$ cat config.mk
export PLATFORM = sky130hd
export DESIGN_NAME = ffp_pipeline
export DESIGN_NICKNAME = d
export VERILOG_FILES = /design/src/pkg/ffp_pkg.sv /design/src/logic/ffp_phase_gen.sv /design/src/logic/ffp_pipeline.sv
export SDC_FILE = /design/constraint.sdc
export NUM_CORES = 1
export LEC_CHECK = 0
export BUFFER_PORTS_ARGS = -buffer_cell sky130_fd_sc_hd__buf_2
export CORE_MARGIN = 2
export CORE_UTILIZATION = 59
export CTS_CLUSTER_SIZE = 10
export DETAILED_ROUTE_END_ITERATION = 10
export PLACE_DENSITY = 0.88
export SKIP_LAST_GASP = 1
export SYNTH_ARGS = -nofsm -noshare
export SYNTH_HDL_FRONTEND = slang
export SYNTH_HIERARCHICAL = 1
export SYNTH_SLANG_ARGS = --single-unit
$ cat constraint.sdc
create_clock -name ref_clk_i -period 4.02 [get_ports ref_clk_i]
set_input_delay 0.402 -clock ref_clk_i [delete_from_list [all_inputs] [get_ports ref_clk_i]]
set_output_delay 0.402 -clock ref_clk_i [all_outputs]
set_load 0.01 [all_outputs]
$ cat src/pkg/ffp_pkg.sv
// Function
// [RULE1] Four non-overlapping phases from the system clock form one instruction cycle.
// [RULE2] Program counter steps at fetch phase start; next instruction fetched then.
// [RULE3] Decode and execution happen in the three decode/execute phases.
// [RULE4] Fetch of one instruction overlaps execution of the previous one.
// [RULE5] Standard instructions take one cycle, extended instructions take two.
// [RULE6] Counter-changing instructions take one extra cycle: target, then branch.
// [RULE7] Eight-bit arithmetic unit does all operations through the accumulator.
// [RULE8] Taken conditional skip discards the prefetch and inserts one dummy cycle.
// [RULE9] Write to counter low byte jumps within page, inserting one dummy cycle.
// [RULE10] Reset leaves prefetch empty; first fetch is from the reset vector.
package ffp_pkg;

    ////////////////////////////////////////////////////////////////////////////////
    // Widths
    localparam int FFP_PC_W = 13;
    localparam int FFP_INSTR_W = 16;
    localparam int FFP_DATA_W = 8;
    localparam int FFP_PAGE_W = 8;
    localparam int FFP_NUM_PHASES = 4;

    ////////////////////////////////////////////////////////////////////////////////
    // Phase positions within the one-hot phase vector
    localparam int FFP_PH_FETCH = 0;
    localparam int FFP_PH_LAST = 3;
    localparam logic [3:0] FFP_PHASE_RST = 4'h1;

    ////////////////////////////////////////////////////////////////////////////////
    // Reset values
    localparam logic [12:0] FFP_RESET_VECTOR = 13'h0000;
    localparam logic [15:0] FFP_NOP_WORD = 16'h0000;

    ////////////////////////////////////////////////////////////////////////////////
    // Instruction word fields
    localparam int FFP_CLASS_MSB = 15;
    localparam int FFP_CLASS_LSB = 13;
    localparam int FFP_OP_MSB = 12;
    localparam int FFP_OP_LSB = 9;
    localparam int FFP_IMM_MSB = 7;
    localparam int FFP_IMM_LSB = 0;

    // Instruction classes
    localparam logic [2:0] FFP_CL_STD = 3'h0;
    localparam logic [2:0] FFP_CL_EXT = 3'h1;
    localparam logic [2:0] FFP_CL_JMP = 3'h2;
    localparam logic [2:0] FFP_CL_CALL = 3'h3;
    localparam logic [2:0] FFP_CL_SKIP = 3'h4;
    localparam logic [2:0] FFP_CL_PCLW = 3'h5;

    // Arithmetic unit operations
    localparam logic [3:0] FFP_OP_ADD = 4'h0;
    localparam logic [3:0] FFP_OP_SUB = 4'h1;
    localparam logic [3:0] FFP_OP_AND = 4'h2;
    localparam logic [3:0] FFP_OP_OR = 4'h3;
    localparam logic [3:0] FFP_OP_XOR = 4'h4;
    localparam logic [3:0] FFP_OP_CPL = 4'h5;
    localparam logic [3:0] FFP_OP_RRC = 4'h6;
    localparam logic [3:0] FFP_OP_RLC = 4'h7;
    localparam logic [3:0] FFP_OP_INC = 4'h8;
    localparam logic [3:0] FFP_OP_DEC = 4'h9;
    localparam logic [3:0] FFP_OP_MOV = 4'ha;

    ////////////////////////////////////////////////////////////////////////////////
    // Execute slot state
    typedef enum logic [1:0] {
        FFP_SLOT_DUMMY,
        FFP_SLOT_EXEC,
        FFP_SLOT_EXT2
    } ffp_slot_t;

endpackage

$ cat src/logic/ffp_phase_gen.sv
`timescale 1ns/1ns
module ffp_phase_gen
    import ffp_pkg::*;
(
    input wire logic ref_clk_i, // System clock
    input wire logic rst_n_i, // Async reset, active low
    output logic [3:0] phase_o // One-hot phase, bit 0 is fetch
);

    ////////////////////////////////////////////////////////////////////////////////
    // Rotating one-hot ring, exactly one phase active per clock
    always_ff @(posedge ref_clk_i or negedge rst_n_i) begin
        if (!rst_n_i) begin
            phase_o <= FFP_PHASE_RST;
        end else begin
            phase_o <= {phase_o[2:0], phase_o[3]}; // [RULE1]
        end
    end

endmodule

$ cat src/logic/ffp_pipeline.sv
`timescale 1ns/1ns
module ffp_pipeline
    import ffp_pkg::*;
#(
    parameter int PC_W = FFP_PC_W
)
(
    input wire logic ref_clk_i, // 250 MHz system clock
    input wire logic rst_n_i, // Async reset, active low
    output logic [PC_W-1:0] prog_addr_o, // Program memory address
    output logic prog_rd_o, // Fetch strobe, high in fetch phase
    input wire logic [15:0] prog_data_i, // Program memory word
    output logic [3:0] phase_o, // One-hot phase
    output logic [7:0] acc_o, // Accumulator
    output logic carry_o, // Carry flag
    output logic zero_o, // Zero flag
    output logic retire_o, // Pulse when an instruction completes
    output logic dummy_o, // High during a dummy cycle
    output logic call_o, // Pulse when a call branches
    output logic [PC_W-1:0] return_addr_o // Address following the last call
);

    ////////////////////////////////////////////////////////////////////////////////
    // Arithmetic unit: carry in bit 8, result in bits 7:0
    function automatic logic [8:0] alu(input logic [3:0] op, input logic [7:0] a,
                                       input logic [7:0] b, input logic c);
        logic [8:0] r;
        r = {c, a};
        unique case (op)
            FFP_OP_ADD: r = {1'b0, a} + {1'b0, b};
            FFP_OP_SUB: r = {1'b0, a} - {1'b0, b};
            FFP_OP_AND: r = {c, a & b};
            FFP_OP_OR: r = {c, a | b};
            FFP_OP_XOR: r = {c, a ^ b};
            FFP_OP_CPL: r = {c, ~a};
            FFP_OP_RRC: r = {a[0], c, a[7:1]};
            FFP_OP_RLC: r = {a[7], a[6:0], c};
            FFP_OP_INC: r = {1'b0, a} + 9'h001;
            FFP_OP_DEC: r = {1'b0, a} - 9'h001;
            FFP_OP_MOV: r = {c, b};
            default: r = {c, a};
        endcase
        return r;
    endfunction

    ////////////////////////////////////////////////////////////////////////////////
    // State
    logic [PC_W-1:0] pc;
    logic [15:0] fetched;
    logic [15:0] ir;
    ffp_slot_t slot;
    logic [7:0] acc;
    logic carry;
    logic zero;

    logic [3:0] phase;
    logic fetch_end;
    logic cycle_end;

    ////////////////////////////////////////////////////////////////////////////////
    // Phase generator
    ffp_phase_gen u_phase (
        .ref_clk_i(ref_clk_i),
        .rst_n_i(rst_n_i),
        .phase_o(phase)
    );

    // Fetch phase ends / instruction cycle ends
    assign fetch_end = phase[FFP_PH_FETCH];
    assign cycle_end = phase[FFP_PH_LAST]; // [RULE1]

    ////////////////////////////////////////////////////////////////////////////////
    // Decode of the instruction in the execute slot
    logic [2:0] ir_class;
    logic [3:0] ir_op;
    logic [7:0] ir_imm;
    logic [PC_W-1:0] ir_target;
    logic [8:0] alu_res;

    assign ir_class = ir[FFP_CLASS_MSB:FFP_CLASS_LSB];
    assign ir_op = ir[FFP_OP_MSB:FFP_OP_LSB];
    assign ir_imm = ir[FFP_IMM_MSB:FFP_IMM_LSB];
    assign ir_target = ir[PC_W-1:0];
    assign alu_res = alu(ir_op, acc, ir_imm, carry); // [RULE7]

    logic is_std;
    logic is_ext;
    logic is_jmp;
    logic is_call;
    logic is_skip;
    logic is_pclw;

    assign is_std = (ir_class == FFP_CL_STD);
    assign is_ext = (ir_class == FFP_CL_EXT);
    assign is_jmp = (ir_class == FFP_CL_JMP);
    assign is_call = (ir_class == FFP_CL_CALL);
    assign is_skip = (ir_class == FFP_CL_SKIP);
    assign is_pclw = (ir_class == FFP_CL_PCLW);

    ////////////////////////////////////////////////////////////////////////////////
    // Completion and redirect decisions, taken at the end of the last phase
    logic ext_hold;
    logic commit;
    logic take_branch;
    logic take_skip;
    logic take_pclw;
    logic flush;
    logic acc_write;

    // First half of an extended instruction holds the pipe one cycle
    assign ext_hold = cycle_end && (slot == FFP_SLOT_EXEC) && is_ext; // [RULE5]
    // Execution completes over the decode/execute phases, committed at the last
    assign commit = cycle_end && (((slot == FFP_SLOT_EXEC) && !is_ext) ||
                                  (slot == FFP_SLOT_EXT2)); // [RULE3] [RULE5]
    assign take_branch = commit && (is_jmp || is_call); // [RULE6]
    assign take_skip = commit && is_skip && (alu_res[7:0] == 8'h00); // [RULE8]
    assign take_pclw = commit && is_pclw; // [RULE9]
    assign flush = take_branch || take_skip || take_pclw;
    assign acc_write = commit && (is_std || is_ext || is_skip); // [RULE7]

    ////////////////////////////////////////////////////////////////////////////////
    // Next program counter
    logic [PC_W-1:0] next_pc;
    logic [PC_W-1:0] pc_step;
    logic [PC_W-1:0] pc_page;

    assign pc_step = pc + 1'b1;
    // Page bits kept, low byte replaced by the computed value
    assign pc_page = {pc[PC_W-1:FFP_PAGE_W], alu_res[7:0]}; // [RULE9]

    always_comb begin
        next_pc = pc;
        if (!cycle_end || ext_hold) begin
            next_pc = pc;
        end else if (take_branch) begin
            next_pc = ir_target; // [RULE6]
        end else if (take_pclw) begin
            next_pc = pc_page; // [RULE9]
        end else begin
            next_pc = pc_step; // [RULE2]
        end
    end

    ////////////////////////////////////////////////////////////////////////////////
    // Next execute slot state
    ffp_slot_t next_slot;

    always_comb begin
        next_slot = slot;
        if (cycle_end) begin
            if (flush) begin
                next_slot = FFP_SLOT_DUMMY; // [RULE6] [RULE8] [RULE9]
            end else if (ext_hold) begin
                next_slot = FFP_SLOT_EXT2; // [RULE5]
            end else begin
                next_slot = FFP_SLOT_EXEC; // [RULE4]
            end
        end
    end

    ////////////////////////////////////////////////////////////////////////////////
    // Program counter, stepped as the fetch phase begins
    always_ff @(posedge ref_clk_i or negedge rst_n_i) begin
        if (!rst_n_i) begin
            pc <= FFP_RESET_VECTOR[PC_W-1:0]; // [RULE10]
        end else begin
            pc <= next_pc; // [RULE2]
        end
    end

    // Fetch latch, captured at the end of the fetch phase
    always_ff @(posedge ref_clk_i or negedge rst_n_i) begin
        if (!rst_n_i) begin
            fetched <= FFP_NOP_WORD;
        end else if (fetch_end) begin
            fetched <= prog_data_i; // [RULE2]
        end
    end

    // Prefetched word moves to execute while the next one is fetched
    always_ff @(posedge ref_clk_i or negedge rst_n_i) begin
        if (!rst_n_i) begin
            ir <= FFP_NOP_WORD;
        end else if (cycle_end && !ext_hold) begin
            ir <= fetched; // [RULE4]
        end
    end

    // Slot state; reset leaves the prefetch empty
    always_ff @(posedge ref_clk_i or negedge rst_n_i) begin
        if (!rst_n_i) begin
            slot <= FFP_SLOT_DUMMY; // [RULE10]
        end else begin
            slot <= next_slot;
        end
    end

    ////////////////////////////////////////////////////////////////////////////////
    // Accumulator and flags
    always_ff @(posedge ref_clk_i or negedge rst_n_i) begin
        if (!rst_n_i) begin
            acc <= 8'h00;
            carry <= 1'b0;
            zero <= 1'b0;
        end else if (acc_write) begin
            acc <= alu_res[7:0]; // [RULE7]
            carry <= alu_res[8];
            zero <= (alu_res[7:0] == 8'h00);
        end
    end

    ////////////////////////////////////////////////////////////////////////////////
    // Registered outputs
    always_ff @(posedge ref_clk_i or negedge rst_n_i) begin
        if (!rst_n_i) begin
            prog_addr_o <= FFP_RESET_VECTOR[PC_W-1:0];
            prog_rd_o <= 1'b1;
            phase_o <= FFP_PHASE_RST;
            dummy_o <= 1'b1;
        end else begin
            prog_addr_o <= next_pc;
            prog_rd_o <= cycle_end; // [RULE2]
            phase_o <= {phase[2:0], phase[3]};
            dummy_o <= (next_slot == FFP_SLOT_DUMMY); // [RULE8] [RULE9]
        end
    end

    // Completion and call reporting
    always_ff @(posedge ref_clk_i or negedge rst_n_i) begin
        if (!rst_n_i) begin
            acc_o <= 8'h00;
            carry_o <= 1'b0;
            zero_o <= 1'b0;
            retire_o <= 1'b0;
            call_o <= 1'b0;
            return_addr_o <= '0;
        end else begin
            acc_o <= acc_write ? alu_res[7:0] : acc;
            carry_o <= acc_write ? alu_res[8] : carry;
            zero_o <= acc_write ? (alu_res[7:0] == 8'h00) : zero;
            retire_o <= commit;
            call_o <= take_branch && is_call; // [RULE6]
            if (take_branch && is_call) begin
                return_addr_o <= pc;
            end
        end
    end

endmodule

# ---- Word-level counts from Yosys, hierarchy flattened
# Cells that the tools add are included.
dict set report word_totals {
  out_inout_bits 44
  reg_bits 78
  elab_cells 81
}
dict set report classes {
  n_reduce_logical 28
  eq_ne 18
  add_sub_neg 5
  mux 6
  n_bitwise 10
}
# op n
set ops {}
lappend ops {{$pmux W9 S11} 1}
lappend ops {{$mux W13} 2}
lappend ops {{$eq A4 B3 Y1 const B} 4}
lappend ops {{$add A13 B1 Y13 const B} 1}
lappend ops {{$eq A4 B4 Y1 const B} 3}
lappend ops {{$logic_and A1 B1 Y1} 11}
lappend ops {{$add A8 B1 Y9 const B} 1}
lappend ops {{$add A8 B8 Y9} 1}
lappend ops {{$sub A8 B1 Y9 const B} 1}
lappend ops {{$sub A8 B8 Y9} 1}
lappend ops {{$and A8 B8 Y8} 1}
lappend ops {{$eq A4 B2 Y1 const B} 2}
lappend ops {{$logic_not A8 Y1} 1}
lappend ops {{$not A8 Y8} 1}
lappend ops {{$or A8 B8 Y8} 1}
lappend ops {{$xor A8 B8 Y8} 1}
lappend ops {{$logic_or A1 B1 Y1} 7}
lappend ops {{$reduce_and A7 Y1} 1}
lappend ops {{$eq A3 B2 Y1 const B} 2}
lappend ops {{$eq A3 B3 Y1 const B} 2}
lappend ops {{$mux W2} 3}
lappend ops {{$not A1 Y1} 6}
lappend ops {{$reduce_bool A6 Y1} 1}
lappend ops {{$eq A4 B1 Y1 const B} 1}
lappend ops {{9 further kinds} 11}

# ---- Depth between registers and ports, before layout
# Gate-level depths: netlist (run 1).
dict set report logic_depth {
  depth_word 12
  ltp_mapped 16
  ltp_nobuf 16
}

# ---- By module
# The synthesis (run 1) kept the hierarchy.
# mod area_per_inst_um2 n_inst cells_per_inst seq_area_each_um2
set by_module_without_submodules {}
lappend by_module_without_submodules {ffp_pipeline 4879.7 1 511 1929.4}
lappend by_module_without_submodules {ffp_phase_gen 101.3 1 4 101.3}

# ---- Worst setup path after synthesis (run 1)
# No wires, ideal clock.
dict set report synth_timing {
  path_kind {register to register}
  startpoint {reg ir[11]}
  endpoint {reg zero_o}
  stages_incl_launch_ff 16
  arrival_ps 3352
  required_time_ps 3928
  synth_period_minus_slack_ps 3444
  setup_time_ps 92
  setup_slack_ps 576
  path_cell_list {dfrtp_1 > buf_6 > buf_2 > or2_2 > clkbuf_1 > nor2_1 > o22a_1 > inv_1 > ha_1 > nor2b_1 > o31ai_1 > a21oi_1 > xnor2_1 > o21ai_1 > or4_4 > o31ai_2}
}
dict set report synth_via {
  elab_chain_cells 3
  word_cells_on_any_way 13
  classes_between {eq/ne (10); mux (1); reduce/logical (2)}
}
# item line_no
set synth_lines {}
lappend synth_lines {{start, declared} ffp_pipeline.sv:50} ;# logic [15:0] ir;
lappend synth_lines {{start signal, assigned} ffp_pipeline.sv:185} ;# ir <= fetched;
lappend synth_lines {{$eq A4 B4 Y1, or another cell as far along} ffp_pipeline.sv:29} ;# unique case (op)
lappend synth_lines {{$pmux W9 S11 *} ffp_pipeline.sv:29}
lappend synth_lines {{$logic_not A8 Y1 *} ffp_pipeline.sv:240} ;# zero_o <= acc_write ? (alu_res[7:0] == 8'h00) : zero;
lappend synth_lines {{end signal, assigned} ffp_pipeline.sv:240}
lappend synth_lines {{end, declared} ffp_pipeline.sv:16} ;# output logic zero_o,
# Mark *: on every way between the ends. The rest lies on a longest branch, timed or not.
# A chain may end at the register's enable or synchronous reset.

# ---- Worst setup path after layout (run 1)
dict set report layout_timing {
  startpoint {reg ir[1]}
  endpoint {reg zero_o}
}
dict set report layout_via {
  elab_chain_cells 3
  word_cells_on_any_way 7
  classes_between {add/sub (2); mux (1); bitwise (3); reduce/logical (1)}
}
# item line_no
set layout_lines {}
lappend layout_lines {{$sub A8 B8 Y9, or another cell as far along} ffp_pipeline.sv:31} ;# FFP_OP_SUB: r = {1'b0, a} - {1'b0, b};
lappend layout_lines {{$pmux W9 S11 *} ffp_pipeline.sv:29}
lappend layout_lines {{$logic_not A8 Y1 *} ffp_pipeline.sv:240}
# Marks and branches as above.

==> impl_metrics.yaml, run 1 <==
outcome:
  status: "finished, final reports clean"
floorplanning:
  start_util_pct: 60.6
  num_rows: 33
  die_y_um: 95.9
  dieArea_sq_um: 9190
  dieWidth_um: 95.9
  core_area_sq_um: 8220
  ios: 62
setup_path:
  crit_chain: "inv_1 > ha_1 > nand3_1 > nor3_2 > nor2_1 > nor2_1 > o2bb2ai_1 > a21oi_1 > ha_1 > a2111oi_0 > a21oi_1 > xnor2_1 > o21ai_0 > or2_2 > o31ai_2"
  max_stage_delay_ns: 0.46
  path_depth: 15
  regToRegSetupSlack_ns: 0.46
  crit_start: "ir[1]"
  timing.rr.start: "ir[1]"
  rr_endpoint: "zero_o"
  endpoint: "zero_o"
  slowest_stage: "dfrtp_1"
  cp.required_ns: 4.28
  critPathBufInv: 1
  cp_max_fo: 6
  reg2regPathDepth: 15
  arrival_ns: 3.82
  endpoint_kind: "flip-flop"
  path_class: "flip-flop to flip-flop"
  cp-start-kind: "flip-flop"
  crit_family: "compound AO/OA/AOI/OAI gates"
power_and_ir_drop:
  peakVddDrop_mv: 0.288
  p_per_area_nw_per_um2: 279
  clockPowerShare_pct: 46.1
  p_sw_uw: 320
  seq_power_share_pct: 52.4
  static-leakage-power_nw: 2.74
  combPwrFrac_pct: 1.5
  p_sw_share_pct: 20.6
  intPower_mw: 1.23
timing:
  fin_skew_ns: 0.0133
  maxClockFrequency_mhz: 281
  finalHoldViolCount: 0
  relSlewSlack_pct: 34.3
  rsz0062_at_grt: "no"
  slew_viol_final: 0
  tns_ns: 0
  min_period_over_period_pct: 88.4
  fin_crit_ns: 3.56
  tightest_slew_ns: 0.985
  finalSetupViolations: 0
placement:
  io_buffers: 61
  dp_hpwl_um: 9210
  routabilityCongestion: 1.01
layout:
  drive_gt1_share_pct: 26.9
  final_nets: 607
  multiInputGateArea_sq_um: 2710
  fillers: 653
  diodes: 0
  seqCellArea_sq_um: 2030
  final_util_pct: 67.8
  area_growth_pct: 11.8
global_route:
  grt_usage_pct: 29.9
  grt_pass1_wl_um: 20900
  grt_pass1_vias: 4153
  grt_overflow: 0
  grt_max_degree: 82
  antenna_found_initial: 0
routing:
  avgViaCountPerCell: 6.31
  postRouteWirelength_um: 12900
  final_antenna_net_count: 0
  wl_per_cell_um: 19.3
  drt-initial-drc-count: 418
  dr.pass1.iters: 7
  num_vias: 4232
  route.detailed.drc: 0
cts:
  h-tree-depth: 3
  clk_path_buf_depth: 2
  clk_pin_slew_worst_paths_ns: 0.09
  clock-sinks: 81
  cts_tree: "done"
  numCtsBuffers: 9
  clk_root_buffer_cell: "clkbuf_8"
  ctsHoldBuffers: 0
  clock_latency_ns: 0.36
  post_cts_buffers: 0
synth:
  synth_cell_type_count: 62
  syn-instance-count: 515
  seq_area_frac_synth_pct: 40.8
  synth_edf_count: 0
  syn-num-nets: 560
  avgSynthCellArea_sq_um: 9.67
  yosysWarnings: 6
  netlist_area_sq_um: 4980
  synth-seq-cells: 81
  async_flop_share_pct: 100
  synthFlopType: "dfrtp_1"
job:
  maxCapViolations: 0
hold_path:
  hp-class: "input port to asynchronous set/reset pin"
-- Yosys cell counts (6+ instances only) --
cell type / instances / area, sq um
a21oi_1: 37 / 185
a221oi_1: 6 / 52.6
buf_2: 9 / 45.0
clkbuf_1: 18 / 67.6
dfrtp_1: 78 / 1950
ha_1: 26 / 325
inv_1: 23 / 86.3
mux2_2: 48 / 541
nand2_1: 34 / 128
nand3_1: 12 / 60.1
nor2_1: 47 / 176
nor2b_1: 10 / 62.6
nor3_1: 7 / 35.0
nor3b_1: 7 / 52.6
o211ai_1: 6 / 45.0
o21ai_0: 33 / 165
o22ai_1: 10 / 62.6
xnor2_1: 6 / 52.6
xor2_1: 6 / 52.6
-- registers in the layout (all words and copies together) (netlist names), 2 cells and up --
signal	flops
acc_o	8
ir	16
return_addr_o	13
prog_addr_o	13
slot	2
fetched	16
phase_o	4
u_phase/phase_o	4
-- kinds of logic after synthesis --
family	synth area share, %
AOI/OAI and AO/OA	18.5
and+or+nand+nor	13.8
xor gates and xnor gates	2.11
muxes	12.8
buffers and inverters	5.05
DFF	40.8
adders and majority gates	6.93
-- how the worst min path moves through the flow --
stage                             startpoint                  to  depth (start not counted)
after floorplan                      rst_n_i            acc_o[0]                          0
after global placement    u_phase/phase_o[1]  u_phase/phase_o[2]                          0
after detailed placement  u_phase/phase_o[2]          phase_o[3]                          0
after CTS                            rst_n_i      prog_addr_o[0]                          1
after global routing         prog_data_i[12]         fetched[12]                          2
final                                rst_n_i   return_addr_o[12]                          1
-- cell type report --
type	count	share of cell area (%)
clock buffers	9	2.22
clock inverters	6	2.07
inverters	23	1.55
multi-input cells	377	48.6
flip-flops and latches	81	36.5
well taps	105	2.36
repair buffers	70	6.74
-- per-layer routing --
layer | vias up | wire length, um | global-route usage (%)
met5 | - | 0 | 0
met4 | 0 | 458 | 12.9
met3 | 52 | 976 | 6.03
met2 | 218 | 6180 | 48.4
met1 | 2020 | 5320 | 39.2
li1 | 1942 | - | -
-- worst register-to-register path, stage by stage (launching register included) --
cell       delay [ns]
dfrtp_1          0.46
inv_1            0.15
ha_1             0.25
nand3_1          0.14
nor3_2           0.22
nor2_1           0.09
nor2_1           0.10
o2bb2ai_1        0.08
a21oi_1          0.14
ha_1             0.31
a2111oi_0        0.46
a21oi_1          0.15
xnor2_1          0.17
o21ai_0          0.17
or2_2            0.35
o31ai_2          0.22
-- placed cells by master (no fill, tap or decap), types with 4 or more instances in the layout --
cell and n:
nand2_1 34, buf_4 10, nor2b_1 10, nand2b_1 5, o2bb2ai_1 4, clkbuf_8 9, mux2_2 48, inv_1 23
nor3b_1 7, nor3_1 6, xor2_1 6, or2_2 4, a21oi_1 37, nand3_1 12, o31ai_1 4, a21o_1 4
o22ai_1 10, ha_1 26, o211ai_1 6, nor2_1 47, o21ai_0 33, dfrtp_1 78, xnor2_1 6, mux2i_1 4
a221oi_1 6, buf_2 60
-- power groups by stage --
stage / logic (mW) / registers, mW / clock network (mW)
detailed placement: 0.0243 / 0.830 / 0
CTS: 0.0244 / 0.814 / 0.723
global route: 0.0273 / 0.814 / 0.758
finish: 0.0230 / 0.814 / 0.717
global placement: 0.0234 / 0.830 / 0
floorplan: 0.000132 / 0.830 / 0
-- repair_timing --
| action | 4_1_cts | 5_1_grt |
|---|---|---|
| resized for setup | 0 | 1 |
| endpoints found under the hold margin | 0 | 0 |
| endpoints found under the setup margin | 0 | 2 |
-- through the flow --
step / power (mW) / setup slack [ns] / cells / hold WS, ns / instance area (sq um)
detailed placement: 0.855 / 0.440 / 656 / 0.361 / 5330
CTS: 1.56 / 0.388 / 671 / 0.244 / 5570
global route: 1.60 / 0.0355 / 671 / 0.271 / 5570
finish: 1.55 / 0.465 / 671 / 0.202 / 5570
global placement: 0.854 / 0.592 / 656 / 0.353 / 5330
floorplan: 0.831 / 0.576 / 515 / 0.106 / 4980
(Power assumes the default switching activity.)
==> run 2: changes to the inputs <==
Settings changed: CORE_UTILIZATION 59 to 55, CTS_CLUSTER_DIAMETER from default to 150, MAX_ROUTING_LAYER from default to met4, PLACE_DENSITY 0.88 to 0.83.
==> impl_metrics.yaml, run 2 (synthesized netlist as in run 1, its figures left out) <==
placement:
  io_buffers: 61
  routabilityCongestion: 1.03
  dp_hpwl_um: 9000
global_route:
  grt_overflow: 0
  grt_usage_pct: 27.2
  grt_pass1_vias: 4058
  grt_pass1_wl_um: 20700
  grt_max_degree: 82
  antenna_found_initial: 0
cts:
  clk_root_buffer_cell: "clkbuf_8"
  h-tree-depth: 3
  clk_pin_slew_worst_paths_ns: 0.08
  numCtsBuffers: 9
  clk_path_buf_depth: 2
  ctsHoldBuffers: 0
  clock_latency_ns: 0.35
  clock-sinks: 81
  cts_tree: "done"
setup_path:
  endpoint_kind: "flip-flop"
  cp.required_ns: 4.27
  path_class: "flip-flop to flip-flop"
  timing.rr.start: "ir[11]"
  crit_start: "ir[11]"
  arrival_ns: 3.99
  reg2regPathDepth: 12
  regToRegSetupSlack_ns: 0.28
  cp_max_fo: 14
  rr_endpoint: "zero_o"
  cp-start-kind: "flip-flop"
timing:
  fin_skew_ns: 0.00826
  finalHoldViolCount: 0
  rsz0062_at_grt: "no"
  tns_ns: 0
  slew_viol_final: 0
  finalSetupViolations: 0
  tightest_slew_ns: 0.973
  min_period_over_period_pct: 93.1
  relSlewSlack_pct: 35.1
  maxClockFrequency_mhz: 267
  fin_crit_ns: 3.74
power_and_ir_drop:
  p_sw_uw: 310
  combPwrFrac_pct: 1.5
  static-leakage-power_nw: 2.74
  p_sw_share_pct: 20.1
  p_per_area_nw_per_um2: 277
  seq_power_share_pct: 52.6
  clockPowerShare_pct: 45.9
  finalPower_mw: 1.55
  peakVddDrop_mv: 0.273
  intPower_mw: 1.24
routing:
  route.detailed.drc: 0
  postRouteWirelength_um: 12700
  final_antenna_net_count: 0
  num_vias: 4205
  avgViaCountPerCell: 6.23
  dr.pass1.iters: 5
  wl_per_cell_um: 18.8
  drt-initial-drc-count: 330
layout:
  layout_commonest_cell: "dfrtp_1"
  drive_gt1_share_pct: 26.8
  area_growth_pct: 12.0
  final_nets: 607
  layout_common_cells: "78 x dfrtp_1, 60 x buf_2, 48 x mux2_2, 47 x nor2_1, 37 x a21oi_1"
  reg.largest.list: "fetched (16), ir (16)"
  diodes: 0
floorplanning:
  core_area_sq_um: 8760
  dieWidth_um: 99.2
  start_util_pct: 56.8
  die_y_um: 99.2
  dieArea_sq_um: 9830
  num_rows: 34
  ios: 62
hold_path:
  hp-class: "input port to asynchronous set/reset pin"
job:
  maxCapViolations: 0
outcome:
  status: "finished, final reports clean"
[run 2: cell count changes in the layout (fill, tap and decap cells not counted), sizes merged]
cell,delta
clkbuf,+1
clkinv,+1
inv,-1
[run 2: how the worst max path moves through the flow]
stage | depth (start not counted) | slack [ns] | endpoint
6_report | 12 | 0.28 | zero_o
5_1_grt | 15 | 0.14 | zero_o
4_1_cts | 12 | 0.34 | zero_o
3_5_place_dp | 12 | 0.38 | zero_o
3_3_place_gp | 12 | 0.40 | zero_o
2_1_floorplan | 15 | 0.58 | zero_o
[run 2: critical path: stages, from the launching register on]
cell,delay [ns]
dfrtp_1,0.40
or2_2,0.45
nor2_1,0.21
o22a_1,0.22
inv_1,0.06
ha_1,0.26
nor2b_1,0.14
o31ai_1,0.43
a21oi_1,0.17
xnor2_1,0.23
o21ai_1,0.17
or4_4,0.60
o31ai_2,0.29
[run 2: power by group through the flow]
stage          registers, mW  clock network (mW)  logic (mW)
2_1_floorplan          0.830                   0    0.000132
3_3_place_gp           0.830                   0      0.0231
3_5_place_dp           0.830                   0      0.0241
4_1_cts                0.814               0.722      0.0242
5_1_grt                0.814               0.755      0.0271
6_report               0.814               0.710      0.0226
[run 2: metrics by stage]
stage	hold slack, ns	std cells	utilization [%]	setup slack (ns)	cell area (sq um)
final	0.192	675	63.6	0.278	5580
after global routing	0.275	675	63.6	0.141	5580
after CTS	0.248	675	63.6	0.344	5570
after detailed placement	0.362	659	60.8	0.379	5330
after global placement	0.354	659	60.8	0.398	5330
after floorplan	0.106	515	-	0.576	4980
[run 2: layout make-up]
type | instances | area, sq um
Multi-Input combinational cell | 377 | 2710
Timing Repair Buffer | 70 | 375
Sequential cell | 81 | 2030
Clock buffer | 10 | 128
Clock inverter | 6 | 115
Fill cell | 714 | 3190
Tap cell | 108 | 135
Inverter | 23 | 86.3
[run 2: layer usage]
metal / wire (um) / share of wire (%) / track usage (%) / vias to the layer above
met5: 0 / 0 / - / -
met4: 442 / 3.5 / 10.4 / 0
met3: 945 / 7.4 / 5.83 / 51
met2: 5850 / 46 / 40.4 / 207
met1: 5480 / 43 / 36.7 / 1991
li1: - / - / - / 1956
[run 2: repair_timing]
action / in CTS / in global routing
resized for setup: 0 / 1
endpoints found under the setup margin: 0 / 1
setup buffers: 0 / 0
hold endpoints to repair: 0 / 0
==> run 3: changes to the inputs <==
Settings changed: ABC_AREA from default to 1.
==> impl_metrics.yaml, run 3 <==
routing:
  postRouteWirelength_um: 13000
  avgViaCountPerCell: 5.62
  final_antenna_net_count: 0
  drt-initial-drc-count: 442
  dr.pass1.iters: 5
  num_vias: 4495
  wl_per_cell_um: 16.3
  route.detailed.drc: 0
cts:
  clock_latency_ns: 0.35
  clk_pin_slew_worst_paths_ns: 0.10
  h-tree-depth: 3
  clock-sinks: 81
  cts_tree: "done"
  clk_root_buffer_cell: "clkbuf_8"
  post_cts_buffers: 0
  clk_path_buf_depth: 2
  post_cts_resized: 0
  ctsHoldBuffers: 0
  numCtsBuffers: 9
timing:
  fin_crit_ns: 3.26
  relSlewSlack_pct: 32.8
  finalSetupViolations: 0
  maxClockFrequency_mhz: 307
  tns_ns: 0
  min_period_over_period_pct: 81.1
  rsz0062_at_grt: "no"
  tightest_slew_ns: 1.01
  slew_viol_final: 0
  finalHoldViolCount: 0
  fin_skew_ns: 0.0132
setup_path:
  crit_chain: "inv_1 > ha_1 > inv_1 > nor3_1 > nand3_1 > nand2_1 > inv_1 > o21ai_0 > nand2_1 > ha_1 > nand2_1 > inv_1 > a21oi_1 > nand3_1 > nand3_1 > nand2_1 > nand2_1 > nand2_1 > nor2_1 > nand3_1 > nand3_1 > nand2_1 > nor2_1"
  rr_endpoint: "dummy_o"
  cp_common_cell: "nand2_1"
  crit_start: "ir[1]"
  arrival_ns: 3.56
  critPathBufInv: 4
  timing.rr.start: "ir[1]"
  cp_max_fo: 6
  endpoint_kind: "flip-flop"
  regToRegSetupSlack_ns: 0.76
  crit_family: "simple AND/OR/NAND/NOR gates"
  cp-start-kind: "flip-flop"
  slowest_stage: "dfrtp_1"
  path_class: "flip-flop to flip-flop"
  cp.required_ns: 4.32
  max_stage_delay_ns: 0.40
  reg2regPathDepth: 23
power_and_ir_drop:
  p_per_area_nw_per_um2: 284
  clockPowerShare_pct: 45.6
  seq_power_share_pct: 52.9
  combPwrFrac_pct: 1.5
  p_sw_share_pct: 22.2
  static-leakage-power_nw: 2.88
  peakVddDrop_mv: 0.271
  intPower_mw: 1.20
  p_sw_uw: 341
placement:
  dp_cells: 784
  routabilityCongestion: 1.02
  dp_hpwl_um: 9960
  io_buffers: 61
synth:
  async_flop_share_pct: 100
  synth-seq-cells: 81
  synth_top_area_cell: "dfrtp_1"
  synth_compound_area_share_pct: 13.0
  avgSynthCellArea_sq_um: 7.60
  synthFlopType: "dfrtp_1"
  synth_cell_type_count: 32
  synth_top_family_by_area: "simple AND/OR/NAND/NOR gates"
  synth_edf_count: 0
  synth_fa_ha_area_share_pct: 7.23
  synth_top_area_share_pct: 40.9
  seq_area_frac_synth_pct: 42.5
  synthMuxAreaShare_pct: 3.30
  yosysWarnings: 6
  synth_xor_area_share_pct: 1.83
  syn-instance-count: 628
  synthTopCellsByArea: "dfrtp_1 41%, nand2_1 14%, o21ai_0 8.4%"
  synthTopCellsByCount: "178 x nand2_1, 82 x inv_1, 80 x o21ai_0, 78 x dfrtp_1, 49 x nor2_1"
  synth.most_common_cell: "nand2_1"
  syn-num-nets: 673
  yosys.area_share.simple_pct: 24.2
  netlist_area_sq_um: 4780
layout:
  final_nets: 735
  drive_gt1_share_pct: 15.8
  layout_common_cells: "178 x nand2_1, 82 x inv_1, 80 x o21ai_0, 78 x dfrtp_1, 60 x buf_2"
  stdcell_count: 800
  final_util_pct: 65.2
  area_growth_pct: 13.4
  reg.largest.list: "fetched (16), ir (16)"
  layout_commonest_cell: "nand2_1"
  diodes: 0
floorplanning:
  dieArea_sq_um: 9440
  num_rows: 33
  ios: 62
  core_area_sq_um: 8300
  dieWidth_um: 97.2
  die_y_um: 97.2
  start_util_pct: 57.5
outcome:
  status: "finished, final reports clean"
global_route:
  grt_usage_pct: 28.9
  antenna_found_initial: 0
  grt_max_degree: 82
  grt_overflow: 0
  grt_pass1_wl_um: 21200
  grt_pass1_vias: 4145
job:
  maxCapViolations: 0
hold_path:
  hp-class: "input port to asynchronous set/reset pin"
[run 3: cell types whose count changed after synthesis, sizes merged, moves of 13 or more]
cell and delta:
a21oi -21, buf -13, inv +63, mux2 -35, nand2 +146, nand3 +21
o21ai +48
[run 3: worst max path at each step]
stage | to | slack (ns) | cells after the start
after floorplan | dummy_o | 1.33 | 23
after global placement | dummy_o | 0.96 | 23
after detailed placement | dummy_o | 0.81 | 23
after CTS | dummy_o | 0.79 | 23
after global routing | dummy_o | 0.38 | 23
final | dummy_o | 0.76 | 23
[run 3: worst reg2reg max path, cell delays in order, from the launching register on]
cell and delay, ns:
dfrtp_1 0.40, inv_1 0.18, ha_1 0.22, inv_1 0.05, nor3_1 0.24, nand3_1 0.14
nand2_1 0.08, inv_1 0.03, o21ai_0 0.16, nand2_1 0.10, ha_1 0.33, nand2_1 0.09
inv_1 0.04, a21oi_1 0.17, nand3_1 0.10, nand3_1 0.11, nand2_1 0.06, nand2_1 0.10
nand2_1 0.07, nor2_1 0.15, nand3_1 0.11, nand3_1 0.10, nand2_1 0.07, nor2_1 0.09
[run 3: cell type report]
| cell class | instances | area (sq um) |
|---|---|---|
| Clock buffer | 10 | 138 |
| Clock inverter | 6 | 97.6 |
| Fill cell | 735 | 2890 |
| Inverter | 86 | 323 |
| Multi-Input combinational cell | 449 | 2370 |
| Sequential cell | 81 | 2030 |
| Tap cell | 105 | 131 |
| Timing Repair Buffer | 63 | 323 |
[run 3: cell families (layout without fill, tap and decap cells)]
group	after synthesis	count (layout)
XOR/XNOR	10	10
multiplexers	14	14
buffers and inverters	98	165
AND/OR/NAND/NOR	282	282
AO/OA/AOI/OAI	116	116
adder cells (fa/ha/maj)	27	27
flip-flops	81	81
[run 3: per-stage QoR]
| stage | cell area (sq um) | setup slack [ns] | power (mW) | hold slack [ns] |
|---|---|---|---|---|
| after detailed placement | 5180 | 0.811 | 0.855 | 0.361 |
| final | 5410 | 0.759 | 1.54 | 0.187 |
| after floorplan | 4780 | 1.33 | 0.831 | 0.106 |
| after global routing | 5410 | 0.375 | 1.59 | 0.264 |
| after CTS | 5410 | 0.794 | 1.55 | 0.256 |
| after global placement | 5180 | 0.958 | 0.854 | 0.354 |
[run 3: metal layers]
metal,global-route usage (%),vias to the layer above,wire (um)
li1,-,2153,-
met1,41.0,2075,5800
met2,43.4,239,5860
met3,4.46,28,1090
met4,8.56,0,272
met5,-,-,0
[run 3: power by group through the flow]
stage	registers, mW	clock network, mW	logic (mW)
after detailed placement	0.830	0	0.0244
after CTS	0.814	0.710	0.0245
final	0.814	0.701	0.0230
after global placement	0.830	0	0.0235
after floorplan	0.830	0	0.000116
after global routing	0.814	0.748	0.0277
